===== config.mk =====
export PLATFORM = sky130hd
export DESIGN_NAME = dpsr_top
export DESIGN_NICKNAME = d
export VERILOG_FILES = /design/src/dpsr_pkg.sv /design/src/dpsr_top.sv
export SDC_FILE = /design/constraint.sdc
export NUM_CORES = 1
export LEC_CHECK = 0
export ABC_AREA = 0
export BUFFER_PORTS_ARGS = -buffer_cell sky130_fd_sc_hd__buf_2
export CORE_MARGIN = 5
export CORE_UTILIZATION = 43
export DETAILED_ROUTE_END_ITERATION = 10
export PLACE_DENSITY = 0.65
export REMOVE_ABC_BUFFERS = 1
export SYNTH_ARGS = -nofsm -noshare
export SYNTH_HDL_FRONTEND = slang
export SYNTH_SLANG_ARGS = --single-unit

===== constraint.sdc =====
create_clock -name ref_clk -period 5 [get_ports ref_clk]
set_clock_uncertainty 0.05 [all_clocks]
set_input_delay 1.25 -clock ref_clk [delete_from_list [all_inputs] [get_ports ref_clk]]
set_output_delay 1.25 -clock ref_clk [all_outputs]
set_load 0.005 [all_outputs]

===== src/dpsr_pkg.sv =====
package dpsr_pkg;

  // ----------------------------------------------------------------
  // sizes
  // ----------------------------------------------------------------
  localparam int DPSR_ADAPTERS = 6;
  localparam int DPSR_VAL_W = 16;

  // ----------------------------------------------------------------
  // register byte offsets
  // ----------------------------------------------------------------
  localparam logic [7:0] DPSR_OFS_RATE = 8'h00;
  localparam logic [7:0] DPSR_OFS_CFG = 8'h04;
  localparam logic [7:0] DPSR_OFS_POT_MASK = 8'h08;
  localparam logic [7:0] DPSR_OFS_LOGIC_MASK = 8'h0C;
  localparam logic [7:0] DPSR_OFS_VALUE = 8'h10;
  localparam logic [7:0] DPSR_OFS_UP_OWNER = 8'h14;
  localparam logic [7:0] DPSR_OFS_DOWN_OWNER = 8'h18;
  localparam logic [7:0] DPSR_OFS_STATUS = 8'h1C;

  // ----------------------------------------------------------------
  // fields and reset values
  // ----------------------------------------------------------------
  localparam int DPSR_CFG_SAVE_BIT = 0;
  localparam int DPSR_CFG_STOP_KEEP_BIT = 1;
  localparam logic [1:0] DPSR_CFG_RST = 2'h2;
  localparam logic [15:0] DPSR_RATE_RST = 16'h0064;
  localparam logic [DPSR_ADAPTERS-1:0] DPSR_MASK_RST = '1;
  localparam logic signed [15:0] DPSR_VALUE_MAX = 16'sh0FA0;

  // ----------------------------------------------------------------
  // timing: control tick and fractional divider
  // ----------------------------------------------------------------
  localparam int DPSR_CLK_HZ = 25000000;
  localparam int DPSR_TICK_US = 1000;
  localparam int DPSR_TICK_CYCLES = (DPSR_CLK_HZ / 1000000) * DPSR_TICK_US;
  localparam logic [16:0] DPSR_FRAC_DIV = 17'(1000000 / DPSR_TICK_US);

  // ----------------------------------------------------------------
  // state
  // ----------------------------------------------------------------
  typedef enum logic [0:0] {
    DPSR_INIT = 1'b0,
    DPSR_RUN = 1'b1
  } dpsr_phase_t;

  typedef struct packed {
    dpsr_phase_t phase;
    logic [15:0] rate;
    logic [1:0] cfg;
    logic [DPSR_ADAPTERS-1:0] potMask;
    logic [DPSR_ADAPTERS-1:0] logicMask;
    logic signed [15:0] value;
    logic [16:0] frac;
    logic [15:0] tickCnt;
    logic stopPrev;
    logic pwrPrev;
    logic [DPSR_ADAPTERS:0] upOwner;
    logic [DPSR_ADAPTERS:0] downOwner;
    logic [31:0] rdData;
    logic nvWr;
    logic signed [15:0] nvValue;
    logic nvSave;
    logic signed [15:0] valueOut;
    logic signed [15:0] target;
  } dpsr_state_t;

  localparam dpsr_state_t DPSR_RESET_STATE = '{
    phase: DPSR_INIT,
    rate: DPSR_RATE_RST,
    cfg: DPSR_CFG_RST,
    potMask: DPSR_MASK_RST,
    logicMask: DPSR_MASK_RST,
    default: '0
  };

endpackage : dpsr_pkg


===== src/dpsr_top.sv =====
`timescale 1ns/1ps

// Contract
// - active command moves the reference linearly at the programmed 0.1 Hz per second rate
// - up and down commands are levels; change continues while held
// - one shared rate for both directions
// - up and down together leave the reference unchanged
// - reference is only a target for the downstream ramp
// - config bit 0 saves the reference at power loss and reloads it
// - rate and config writes take effect at once, also while running
// - config bit 1 clear means stop edge zeroes the reference
// - stop clear happens once per edge, even when already stopped
// - faults never clear the reference
// - adapter commands count only when pot and logic masks both allow
// - an assigned terminal input claims ownership when asserted
// - ownership is granted whether or not the pot is the speed source
// - speed source selection lies outside this block
// - present reference is published read-only in 0.1 Hz units
// - unipolar mode: decrement stops at zero
// - bipolar mode: decrement may go negative
// - switching to unipolar with a negative reference forces zero
// - pot permission mask holds one bit per adapter
// - owner bits are high while their source issues the command
module dpsr_top
  import dpsr_pkg::*;
#(
  parameter logic [15:0] TICK_CYCLES = 16'(DPSR_TICK_CYCLES)
)
(
  input wire logic ref_clk,
  input wire logic reset,
  input wire logic [7:0] regAddr,
  input wire logic [31:0] regWrData,
  input wire logic regWrStrobe,
  input wire logic regRdStrobe,
  output logic [31:0] regRdData,
  input wire logic tbUpIn,
  input wire logic tbDownIn,
  input wire logic tbAssignUp,
  input wire logic tbAssignDown,
  input wire logic [DPSR_ADAPTERS-1:0] adapterUpReq,
  input wire logic [DPSR_ADAPTERS-1:0] adapterDownReq,
  input wire logic stopIn,
  input wire logic unipolarMode,
  input wire logic powerDownIn,
  input wire logic nvLoadValid,
  input wire logic nvLoadSave,
  input wire logic signed [15:0] nvLoadValue,
  output logic nvWriteStrobe,
  output logic signed [15:0] nvWriteValue,
  output logic nvWriteSave,
  output logic signed [15:0] potValueOut,
  output logic signed [15:0] rampTargetOut,
  output logic [DPSR_ADAPTERS:0] upOwner,
  output logic [DPSR_ADAPTERS:0] downOwner
);

  // ----------------------------------------------------------------
  // state
  // ----------------------------------------------------------------
  dpsr_state_t s;
  dpsr_state_t next_s;

  logic [DPSR_ADAPTERS-1:0] adapterUpOk;
  logic [DPSR_ADAPTERS-1:0] adapterDownOk;
  logic tbUpOk;
  logic tbDownOk;
  logic upAny;
  logic downAny;
  logic stopEdge;
  logic stopClear;
  logic pwrEdge;
  logic tick;
  logic negUnipolar;

  // ----------------------------------------------------------------
  // command qualification
  // ----------------------------------------------------------------
  // adapters need both masks; masks only gate, they never own
  assign adapterUpOk = adapterUpReq & s.potMask & s.logicMask;
  assign adapterDownOk = adapterDownReq & s.potMask & s.logicMask;
  // terminal inputs claim ownership regardless of the active source
  assign tbUpOk = tbUpIn & tbAssignUp;
  assign tbDownOk = tbDownIn & tbAssignDown;
  assign upAny = tbUpOk | (|adapterUpOk);
  assign downAny = tbDownOk | (|adapterDownOk);
  assign stopEdge = stopIn & ~s.stopPrev;
  assign stopClear = stopEdge & ~s.cfg[DPSR_CFG_STOP_KEEP_BIT];
  assign pwrEdge = powerDownIn & ~s.pwrPrev;
  assign tick = (s.tickCnt == TICK_CYCLES - 16'h0001);
  assign negUnipolar = unipolarMode & s.value[15];

  // ----------------------------------------------------------------
  // next state
  // ----------------------------------------------------------------
  always_comb
  begin
    next_s = s;
    next_s.nvWr = 1'b0;
    next_s.rdData = '0;
    next_s.stopPrev = stopIn;
    next_s.pwrPrev = powerDownIn;
    next_s.upOwner = {adapterUpOk, tbUpOk};
    next_s.downOwner = {adapterDownOk, tbDownOk};
    next_s.valueOut = s.value;
    next_s.target = s.value;
    next_s.tickCnt = tick ? '0 : s.tickCnt + 16'h0001;

    // writes act on the running logic with no stop needed
    if (regWrStrobe)
    begin
      if (regAddr == DPSR_OFS_RATE)
      begin
        next_s.rate = regWrData[15:0];
      end
      else if (regAddr == DPSR_OFS_CFG)
      begin
        next_s.cfg = regWrData[1:0];
      end
      else if (regAddr == DPSR_OFS_POT_MASK)
      begin
        next_s.potMask = regWrData[DPSR_ADAPTERS-1:0];
      end
      else if (regAddr == DPSR_OFS_LOGIC_MASK)
      begin
        next_s.logicMask = regWrData[DPSR_ADAPTERS-1:0];
      end
    end

    // unmapped addresses read as zero; every mapped address is readable
    if (regRdStrobe)
    begin
      if (regAddr == DPSR_OFS_RATE)
      begin
        next_s.rdData = {16'h0000, s.rate};
      end
      else if (regAddr == DPSR_OFS_CFG)
      begin
        next_s.rdData = {30'h00000000, s.cfg};
      end
      else if (regAddr == DPSR_OFS_POT_MASK)
      begin
        next_s.rdData = 32'(s.potMask);
      end
      else if (regAddr == DPSR_OFS_LOGIC_MASK)
      begin
        next_s.rdData = 32'(s.logicMask);
      end
      else if (regAddr == DPSR_OFS_VALUE)
      begin
        next_s.rdData = {{16{s.value[15]}}, s.value};
      end
      else if (regAddr == DPSR_OFS_UP_OWNER)
      begin
        next_s.rdData = 32'(s.upOwner);
      end
      else if (regAddr == DPSR_OFS_DOWN_OWNER)
      begin
        next_s.rdData = 32'(s.downOwner);
      end
      else if (regAddr == DPSR_OFS_STATUS)
      begin
        next_s.rdData = {29'h00000000, s.phase, unipolarMode, stopIn};
      end
    end

    case (s.phase)
      DPSR_INIT:
      begin
        // reload only when the saved image says it was kept
        if (nvLoadValid && nvLoadSave)
        begin
          next_s.value = nvLoadValue;
        end
        else
        begin
          next_s.value = '0;
        end
        next_s.frac = '0;
        next_s.phase = DPSR_RUN;
      end
      DPSR_RUN:
      begin
        // fault has no path here; only the stop edge and a negative value in unipolar mode clear
        if (stopClear)
        begin
          next_s.value = '0;
          next_s.frac = '0;
        end
        else if (negUnipolar)
        begin
          next_s.value = '0;
          next_s.frac = '0;
        end
        else if (upAny ^ downAny)
        begin
          // one unit per clock drains the accumulator well inside a tick
          if (s.frac >= DPSR_FRAC_DIV)
          begin
            next_s.frac = s.frac - DPSR_FRAC_DIV;
            if (upAny)
            begin
              if (s.value < DPSR_VALUE_MAX)
              begin
                next_s.value = s.value + 16'sh0001;
              end
            end
            else if (unipolarMode && s.value <= 16'sh0000)
            begin
              next_s.value = s.value;
            end
            else if (s.value > -DPSR_VALUE_MAX)
            begin
              next_s.value = s.value - 16'sh0001;
            end
          end
          // guard bit stops wrap when ticks are shortened in simulation
          if (tick && !next_s.frac[16])
          begin
            next_s.frac = next_s.frac + {1'b0, s.rate};
          end
        end
        else
        begin
          next_s.frac = '0;
        end

        if (pwrEdge)
        begin
          next_s.nvWr = 1'b1;
          next_s.nvValue = s.value;
          next_s.nvSave = s.cfg[DPSR_CFG_SAVE_BIT];
        end
      end
      default:
      begin
        next_s = DPSR_RESET_STATE;
      end
    endcase
  end

  always_ff @(posedge ref_clk)
  begin
    if (reset)
    begin
      s <= DPSR_RESET_STATE;
    end
    else
    begin
      s <= next_s;
    end
  end

  // ----------------------------------------------------------------
  // outputs
  // ----------------------------------------------------------------
  // the speed source selection downstream decides whether to use it
  assign rampTargetOut = s.target;
  assign potValueOut = s.valueOut;
  assign regRdData = s.rdData;
  assign upOwner = s.upOwner;
  assign downOwner = s.downOwner;
  assign nvWriteStrobe = s.nvWr;
  assign nvWriteValue = s.nvValue;
  assign nvWriteSave = s.nvSave;

  // ----------------------------------------------------------------
  // checks
  // ----------------------------------------------------------------
  a_stop_clear: assert property (
    @(posedge ref_clk) disable iff (reset)
    (s.phase == DPSR_RUN && stopIn && !s.stopPrev && !s.cfg[1]) |=> (s.value == 16'sh0000))
    else $error("stop edge did not clear reference");

  a_stop_once: assert property (
    @(posedge ref_clk) disable iff (reset)
    (s.phase == DPSR_RUN && stopIn && s.stopPrev && !s.cfg[1] && upAny && !downAny
     && !unipolarMode && s.frac >= DPSR_FRAC_DIV && s.value < DPSR_VALUE_MAX)
    |=> (s.value == $past(s.value) + 16'sh0001))
    else $error("held stop kept clearing reference");

  a_both_hold: assert property (
    @(posedge ref_clk) disable iff (reset)
    (s.phase == DPSR_RUN && upAny && downAny && !stopClear && !negUnipolar)
    |=> ($stable(s.value) && s.frac == 17'h00000))
    else $error("reference moved with both commands");

  a_idle_hold: assert property (
    @(posedge ref_clk) disable iff (reset)
    (s.phase == DPSR_RUN && !upAny && !downAny && !stopClear && !negUnipolar)
    |=> $stable(s.value))
    else $error("reference moved with no command");

  a_unipolar_floor: assert property (
    @(posedge ref_clk) disable iff (reset)
    (s.phase == DPSR_RUN && unipolarMode) |=> !s.value[15])
    else $error("negative reference in unipolar mode");

  a_adapter_gate: assert property (
    @(posedge ref_clk) disable iff (reset)
    1'b1 |=> (s.upOwner[DPSR_ADAPTERS:1] == $past(adapterUpReq & s.potMask & s.logicMask)
              && s.downOwner[DPSR_ADAPTERS:1]
                 == $past(adapterDownReq & s.potMask & s.logicMask)))
    else $error("adapter owner bits not gated by masks");

  a_terminal_owner: assert property (
    @(posedge ref_clk) disable iff (reset)
    (tbUpIn && tbAssignUp) |=> s.upOwner[0])
    else $error("terminal input did not claim ownership");

  a_step_size: assert property (
    @(posedge ref_clk) disable iff (reset)
    ($past(s.phase) == DPSR_RUN && s.value != 16'sh0000)
    |-> (s.value == $past(s.value) || s.value == $past(s.value) + 16'sh0001
         || s.value == $past(s.value) - 16'sh0001))
    else $error("reference jumped by more than one unit");

  a_value_publish: assert property (
    @(posedge ref_clk) disable iff (reset)
    (regRdStrobe && regAddr == DPSR_OFS_VALUE)
    |=> (s.rdData == {{16{$past(s.value[15])}}, $past(s.value)}
         && s.valueOut == $past(s.value)))
    else $error("published reference wrong");

  a_nv_save: assert property (
    @(posedge ref_clk) disable iff (reset)
    (s.phase == DPSR_RUN && powerDownIn && !s.pwrPrev)
    |=> (s.nvWr && s.nvValue == $past(s.value) && s.nvSave == $past(s.cfg[0]))
    ##1 !s.nvWr)
    else $error("power-down save wrong");

  a_init_load: assert property (
    @(posedge ref_clk) disable iff (reset)
    (s.phase == DPSR_INIT)
    |=> (s.phase == DPSR_RUN
         && s.value == (($past(nvLoadValid) && $past(nvLoadSave)) ? $past(nvLoadValue)
                        : 16'sh0000)))
    else $error("power-up reference wrong");

  a_rate_write: assert property (
    @(posedge ref_clk) disable iff (reset)
    (regWrStrobe && regAddr == DPSR_OFS_RATE) |=> (s.rate == $past(regWrData[15:0])))
    else $error("rate write not applied");

  a_cfg_write: assert property (
    @(posedge ref_clk) disable iff (reset)
    (regWrStrobe && regAddr == DPSR_OFS_CFG) |=> (s.cfg == $past(regWrData[1:0])))
    else $error("config write not applied");

  a_mask_write: assert property (
    @(posedge ref_clk) disable iff (reset)
    (regWrStrobe && regAddr == DPSR_OFS_POT_MASK)
    |=> (s.potMask == $past(regWrData[DPSR_ADAPTERS-1:0])))
    else $error("pot mask write not applied");

  a_target_follow: assert property (
    @(posedge ref_clk) disable iff (reset)
    1'b1 |=> (s.target == $past(s.value) && s.valueOut == $past(s.value)))
    else $error("ramp target does not follow reference");

  a_terminal_down: assert property (
    @(posedge ref_clk) disable iff (reset)
    (tbDownIn && tbAssignDown) |=> s.downOwner[0])
    else $error("terminal down input did not claim ownership");

  a_bipolar_down: assert property (
    @(posedge ref_clk) disable iff (reset)
    (s.phase == DPSR_RUN && !unipolarMode && downAny && !upAny && !stopClear
     && s.frac >= DPSR_FRAC_DIV && s.value > -DPSR_VALUE_MAX)
    |=> (s.value == $past(s.value) - 16'sh0001))
    else $error("bipolar decrement did not step down");

  a_upper_limit: assert property (
    @(posedge ref_clk) disable iff (reset)
    (s.phase == DPSR_RUN && s.value <= DPSR_VALUE_MAX) |=> (s.value <= DPSR_VALUE_MAX))
    else $error("reference rose above its limit");

endmodule : dpsr_top


---- Word level (Yosys, flattened, before mapping) ----
Index checks and enable logic that the tools add are counted.
storage, ports and cells
  logic and storage cells ................. 115
  register bits after elaboration ......... 162
operators by class
  multiplexer cells ....................... 37
  bitwise operators ....................... 21
  reduce and logical (&&, ||, !) cells .... 17
  $lt $le $gt $ge ......................... 4
  add/subtract/negate cells ............... 5
  eq/ne operators ......................... 13
operators with widths
  kind                                                                                   count
  33-bit two-way mux                                                                     7
  32-bit two-way mux                                                                     6
  178-bit two-way mux                                                                    1
  16-bit two-way mux                                                                     8
  33-bit one-hot mux with 2 select lines                                                 1
  18-bit two-way mux                                                                     2
  17-bit two-way mux                                                                     2
  8-bit by 5-bit equality test with 1-bit output, second input constant                  4
  30-bit two-way mux                                                                     1
  6-bit AND                                                                              4
  6-bit two-way mux                                                                      3
  6-bit OR reduction                                                                     3
  17-bit by 16-bit adder with 17-bit output                                              1
  17-bit by 10-bit greater-or-equal comparator with 1-bit output, second input constant  1
  17-bit by 10-bit subtractor with 17-bit output, second input constant                  1
  16-bit by 1-bit adder with 16-bit output, second input constant                        1
  16-bit by 2-bit adder with 16-bit output, second input constant                        1
  16-bit by 15-bit equality test with 1-bit output, second input constant                1
  8-bit by 4-bit equality test with 1-bit output, second input constant                  2
  16-bit by 13-bit greater-than comparator with 1-bit output, second input constant      1
  16-bit by 1-bit less-or-equal comparator with 1-bit output, second input constant      1
  16-bit by 13-bit less-than comparator with 1-bit output, second input constant         1
  16-bit by 2-bit subtractor with 16-bit output, second input constant                   1
  14-bit two-way mux                                                                     1
  21 further kinds                                                                       42

---- Logic depth before layout (Yosys ltp) ----
  word-level depth ........................ 18
  gate-level depth with buffers ........... 15
  mapped depth without buffers ............ 14

---- Least setup slack after synthesis ----
OpenSTA, ideal clock, no wires.
  path kind ............................... input -> register
  from .................................... input port adapterUpReq[2]
  to ...................................... register s (netlist bit next_s[13])
  path slack .............................. 0.326 ns
  setup time .............................. 0.123 ns
  cell stages on the path ................. 11
  data arrival time ....................... 4.500 ns
  cell sequence ........................... a32o_1 > a311oi_2 > ha_1 > clkbuf_1 > a21oi_1 > o211a_1 > o21ai_0 > o41a_1 > mux2_2 > a32o_1 > mux2_1
on the way
  longest elaborated chain between the ends .. 14
  elaborated cells on any way between the ends .. 20
  classes of those cells .................. eq/ne (4); mux (10); bitwise (4); reduce/logical (2)
ends and longest elaborated chain
  what                                    RTL line         RTL
  from (decl)                             dpsr_top.sv:41   input wire logic [DPSR_ADAPTERS-1:0] adapterUpReq,
  6-bit AND * (2 in a row)                dpsr_top.sv:80   assign adapterUpOk = adapterUpReq & s.potMask & s.logicMask;
  6-bit OR reduction *                    dpsr_top.sv:85   assign upAny = tbUpOk | (|adapterUpOk);
  1-bit OR *                              dpsr_top.sv:85
  16-bit two-way mux                      dpsr_top.sv:201  if (upAny)
  33-bit two-way mux                      dpsr_top.sv:198  if (s.frac >= DPSR_FRAC_DIV)
  33-bit two-way mux                      dpsr_top.sv:195  else if (upAny ^ downAny)
  33-bit two-way mux                      dpsr_top.sv:190  else if (negUnipolar)
  33-bit two-way mux                      dpsr_top.sv:185  if (stopClear)
  33-bit two-way mux                      dpsr_top.sv:167  case (s.phase)
  16-bit two-way mux                      dpsr_top.sv:195
  33-bit two-way mux                      dpsr_top.sv:190
  33-bit two-way mux                      dpsr_top.sv:185
  33-bit one-hot mux with 2 select lines  dpsr_top.sv:167
  to (signal assigned)                    dpsr_top.sv:250  s <= next_s;
  to (decl)                               dpsr_top.sv:61   dpsr_state_t s;
Every way passes the cells marked *; elsewhere a longest branch is shown, timed or not. The select of a mux whose other input is x is not followed.
A chain may end at the register's enable or synchronous reset.

---- Worst setup path in the final report ----
  from .................................... register s[126] in the netlist's numbering
  to ...................................... register s[129] in the netlist's numbering
on the way
  longest elaborated chain between the ends .. 13
  elaborated cells on any way between the ends .. 15
  classes of those cells .................. add/sub (2); order compare (1); mux (10); reduce/logical (2)
ends and longest elaborated chain
  what                                                                                                                                     RTL line                          RTL
  17-bit by 10-bit subtractor with 17-bit output / 17-bit by 10-bit greater-or-equal comparator with 1-bit output (equally long branches)  dpsr_top.sv:200, dpsr_top.sv:198
  33-bit two-way mux *                                                                                                                     dpsr_top.sv:198
  33-bit two-way mux *                                                                                                                     dpsr_top.sv:195
  33-bit two-way mux *                                                                                                                     dpsr_top.sv:190
  33-bit two-way mux *                                                                                                                     dpsr_top.sv:185
  33-bit two-way mux *                                                                                                                     dpsr_top.sv:167
  parallel branches: the longest is 2 deep, another holds 17-bit by 16-bit adder with 17-bit output                                        n/a
  17-bit two-way mux *                                                                                                                     dpsr_top.sv:218                   if (tick && !next_s.frac[16])
  17-bit two-way mux *                                                                                                                     dpsr_top.sv:195
  33-bit two-way mux *                                                                                                                     dpsr_top.sv:190
  33-bit two-way mux *                                                                                                                     dpsr_top.sv:185
  33-bit one-hot mux with 2 select lines *                                                                                                 dpsr_top.sv:167
Every way passes the cells marked *. The select of a mux whose other input is x is not followed.

==> results.tsv <==
stage	metric	value	unit
outcome	run_status	finished clean	
worst_hold_path	worstHoldStart	nvWriteValue[8]$_SDFFE_PP0P_	
global_route	number_of_antenna_violations_at_the_first_check_in_global_routing	1	
clock_tree	post-cts-setup-buffers	0	
clock_tree	cts-htree-levels	4	
critical_path	path_max_fanout	16	
detailed_routing	drtAntennaViolNets	0	
final_layout	post_route_cells_drive_above_1_share	22.5	%
synthesis	mappedNetlistArea	8180	um2
sta	holdWs	0.403	ns
global_route	grt.overflow.total	0	
final_layout	synthToLayoutAreaGrowth	11.7	%
global_route	vias_in_the_first_global_route	6605	
clock_tree	ctsResizeCount	0	
clock_tree	path_clk_slew	0.06	ns
synthesis	synth.lib_cells_used.distinct	69	
synthesis	synth.avg_cell_area	8.59	um2
synthesis	postSynth.asyncResetShare	0	%
floorplanning	io_pins	177	
floorplanning	num_rows	50	
worst_hold_path	hold_path_end	nvWriteValue[8]$_SDFFE_PP0P_	
critical_path	worst_r2r_path_cells	13	
critical_path	critPathCaptureType	flip-flop	
detailed_routing	viasPerCell	5.40	
synthesis	synth_top_area_cell	dfxtp_1	
power	leakage_power_of_the_design	4.04	nW
placed_design	placed_cell_area	8510	um2
global_route	grt_most_used_layer	met2	
sta	relSlewSlack	19.7	%
placed_design	hpwlAfterDp	15.5	mm
synthesis	synth.yosys.warnings	0	
detailed_routing	wl_per_cell	16.9	um
synthesis	synthMostInstantiatedCell	dfxtp_1	
global_route	gr-usage-all-layers	19.4	%
sta	max_clock_freq	238	MHz
worst_hold_path	holdPathStages	2	
critical_path	crit_path_start_kind	flip-flop	
final_layout	finish.net_count	1129	
synthesis	synth-edff-count	0	
critical_path	worst-r2r-setup-slack	0.79	ns
sta	finalMaxSlewViolations	0	
critical_path	timing.critical_path.slowest_stage_cell	or4_4	
synthesis	post_synth_main_area_contributors	dfxtp_1, buf_4, nand2_1	
critical_path	worstPathCellList	or4_4 > or4_4 > a21oi_4 > mux2i_1 > ha_1 > nand3_1 > o2111ai_1 > a21oi_1 > o31ai_1 > buf_4 > o211ai_1 > a2111oi_0 > a211o_1	
floorplanning	initial_core_utilization	43.7	%
sta	max_slew.worst_pin.slew	1.20	ns
sta	grt_setup_unrepaired	false	
global_route	grt_start_max_net_pins	34	
critical_path	r2r-end	s[129]$_SDFF_PP0_	
sta	portion_of_the_clock_cycle_consumed_by_the_worst_path_in_the_final_layout	84.2	%
clock_tree	insertion_delay	0.43	ns
critical_path	critPathMostFrequentCell	or4_4	
run	cap_viol_max_count	0	
sta	final.min_clock_period	4.21	ns
worst_hold_path	hold_class	flip-flop to flip-flop	
detailed_routing	vias	6785	
global_route	use_met3	5.15	%
critical_path	worst_endpoint_data_arrival_time	4.53	ns
synthesis	synth.cells.most_frequent	dfxtp_1, nand2_1, buf_4, nor2_1, a21oi_1	
detailed_routing	wirelength	21.2	mm
global_route	gr-usage-met2	32.7	%
sta	finalHoldViolCount	0	
detailed_routing	number_of_design_rule_violations_left_by_the_first_detailed_router_iteration	363	
clock_tree	ctsHoldBuffers	0	
synthesis	postSynthRegisterBits	147	
critical_path	critical_path.max_stage_delay	0.56	ns
floorplanning	fp.dieH	148	um
global_route	grt_util_met1	24.5	%
global_route	global_route_wire_length_before_repair	34.4	mm
synthesis	postSynthCellCount	952	
clock_tree	tritoncts	built	
clock_tree	tritoncts_num_sinks	147	
clock_tree	clock-root-buffer	clkbuf_16	
synthesis	dominantRegCellSynth	dfxtp_1	
synthesis	portion_of_synthesized_cell_area_occupied_by_the_leading_cell_type	36.0	%
final_layout	insertedDiodeCount	0	
critical_path	r2r_start	s[126]$_SDFF_PP0_	
sta	setup_violation_total_in_the_final_timing_report	0	
synthesis	seq_area_frac_synth	36.0	%
floorplanning	fp.dieArea	21900	um2
floorplanning	die_w	148	um
clock_tree	max-clock-path-buffers	2	
power	power_per_cell_area	304	nW/um2
critical_path	critPathKind	flip-flop to flip-flop	
detailed_routing	drtPass1Iterations	5	
floorplanning	core_region_area	18700	um2
critical_path	worst-endpoint-required	5.32	ns
placed_design	io_buffer_count	160	
detailed_routing	post-route-drc-count	0	
power	power.ir.vdd_worst	0.236	mV
placed_design	gp_congestion	0.882	
clock_tree	cts-buffers-inserted	17	
final_layout	postLayoutCellArea	9130	um2
metrics by stage:
stage / util [%] / cells / setup WS [ns] / TNS (ns) / power, mW
floorplan: - / 819 / -0.260 / -2.77 / 1.32
global placement: 45.5 / 1225 / 0.521 / 0 / 1.43
detailed placement: 45.5 / 1225 / 0.519 / 0 / 1.43
CTS: 48.8 / 1256 / 0.781 / 0 / 2.80
global route: 48.8 / 1256 / 0.349 / 0 / 2.87
finish: 48.8 / 1256 / 0.792 / 0 / 2.78
logic make-up (layout without fill, tap and decap cells):
logic type	after synthesis	in the layout	share of synthesized area (%)
muxes	37	37	5.10
and+or+nand+nor	341	341	19.9
xor gates and xnor gates	46	46	4.93
DFF	147	147	36.0
buffers and inverters	152	222	11.5
adders and majority gates	38	38	6.00
AOI/OAI and AO/OA	191	191	16.6
metal layers:
layer  share of wire, %  wire length, um  vias to the layer above
met3                5.2             1120                       26
met1                 44             9420                     3224
met5              0.033                7                        -
met2                 49            10400                      165
met4                1.6              331                        2
li1                   -                -                     3368
worst max-delay path by stage:
| stage | from | end | slack, ns | cells after the start |
|---|---|---|---|---|
| CTS | s[126]$_SDFF_PP0_ | s[129]$_SDFF_PP0_ | 0.78 | 13 |
| global placement | adapterUpReq[3] | next_s[13]$_SDFFE_PP0P_ | 0.52 | 13 |
| global route | s[126]$_SDFF_PP0_ | s[129]$_SDFF_PP0_ | 0.35 | 13 |
| detailed placement | adapterUpReq[3] | next_s[13]$_SDFFE_PP0P_ | 0.52 | 13 |
| floorplan | adapterUpReq[2] | next_s[15]$_SDFFE_PP0P_ | -0.26 | 6 |
| finish | s[126]$_SDFF_PP0_ | s[129]$_SDFF_PP0_ | 0.79 | 13 |
power by group:
part / switching, mW / internal, mW
Combinational: 0.0970 / 0.0780
Sequential: 0.0300 / 1.20
Clock: 0.524 / 0.852
layout make-up:
| type | count | area, um2 |
|---|---|---|
| clock buffer | 20 | 447 |
| clock inverter | 11 | 176 |
| fill | 1784 | 9570 |
| inverter | 19 | 71.3 |
| multi-input combinational | 653 | 4310 |
| sequential | 147 | 2940 |
| tap | 234 | 293 |
| timing repair buffer | 172 | 891 |
critical path: cells and delay by family, from the launching register on:
kind,cells,cell delay (ns)
adder cells (fa/ha/maj),1,0.41
AND/OR/NAND/NOR,3,1.18
multiplexers,1,0.20
buffers and inverters,1,0.17
flip-flops,1,0.33
AO/OA/AOI/OAI,7,1.83
state kept, by name (all words and copies together) (netlist names), 7 cells and up:
name and cells:
regRdData 17, rampTargetOut 16, s 66, nvWriteValue 16
upOwner 7, downOwner 7, next_s 16
cells in the final DEF (no fill, tap or decap), drive strengths merged, types with 15 or more instances in the layout:
master  count
buf       172
dfxtp     147
nand2     130
nor2       71
a21oi      70
ha         36
mux2i      27
xor2       26
nand3      24
nor2b      23
inv        22
xnor2      20
clkbuf     20
o21ai      18
nor3       16
a211oi     15
(Power assumes the default switching activity.)
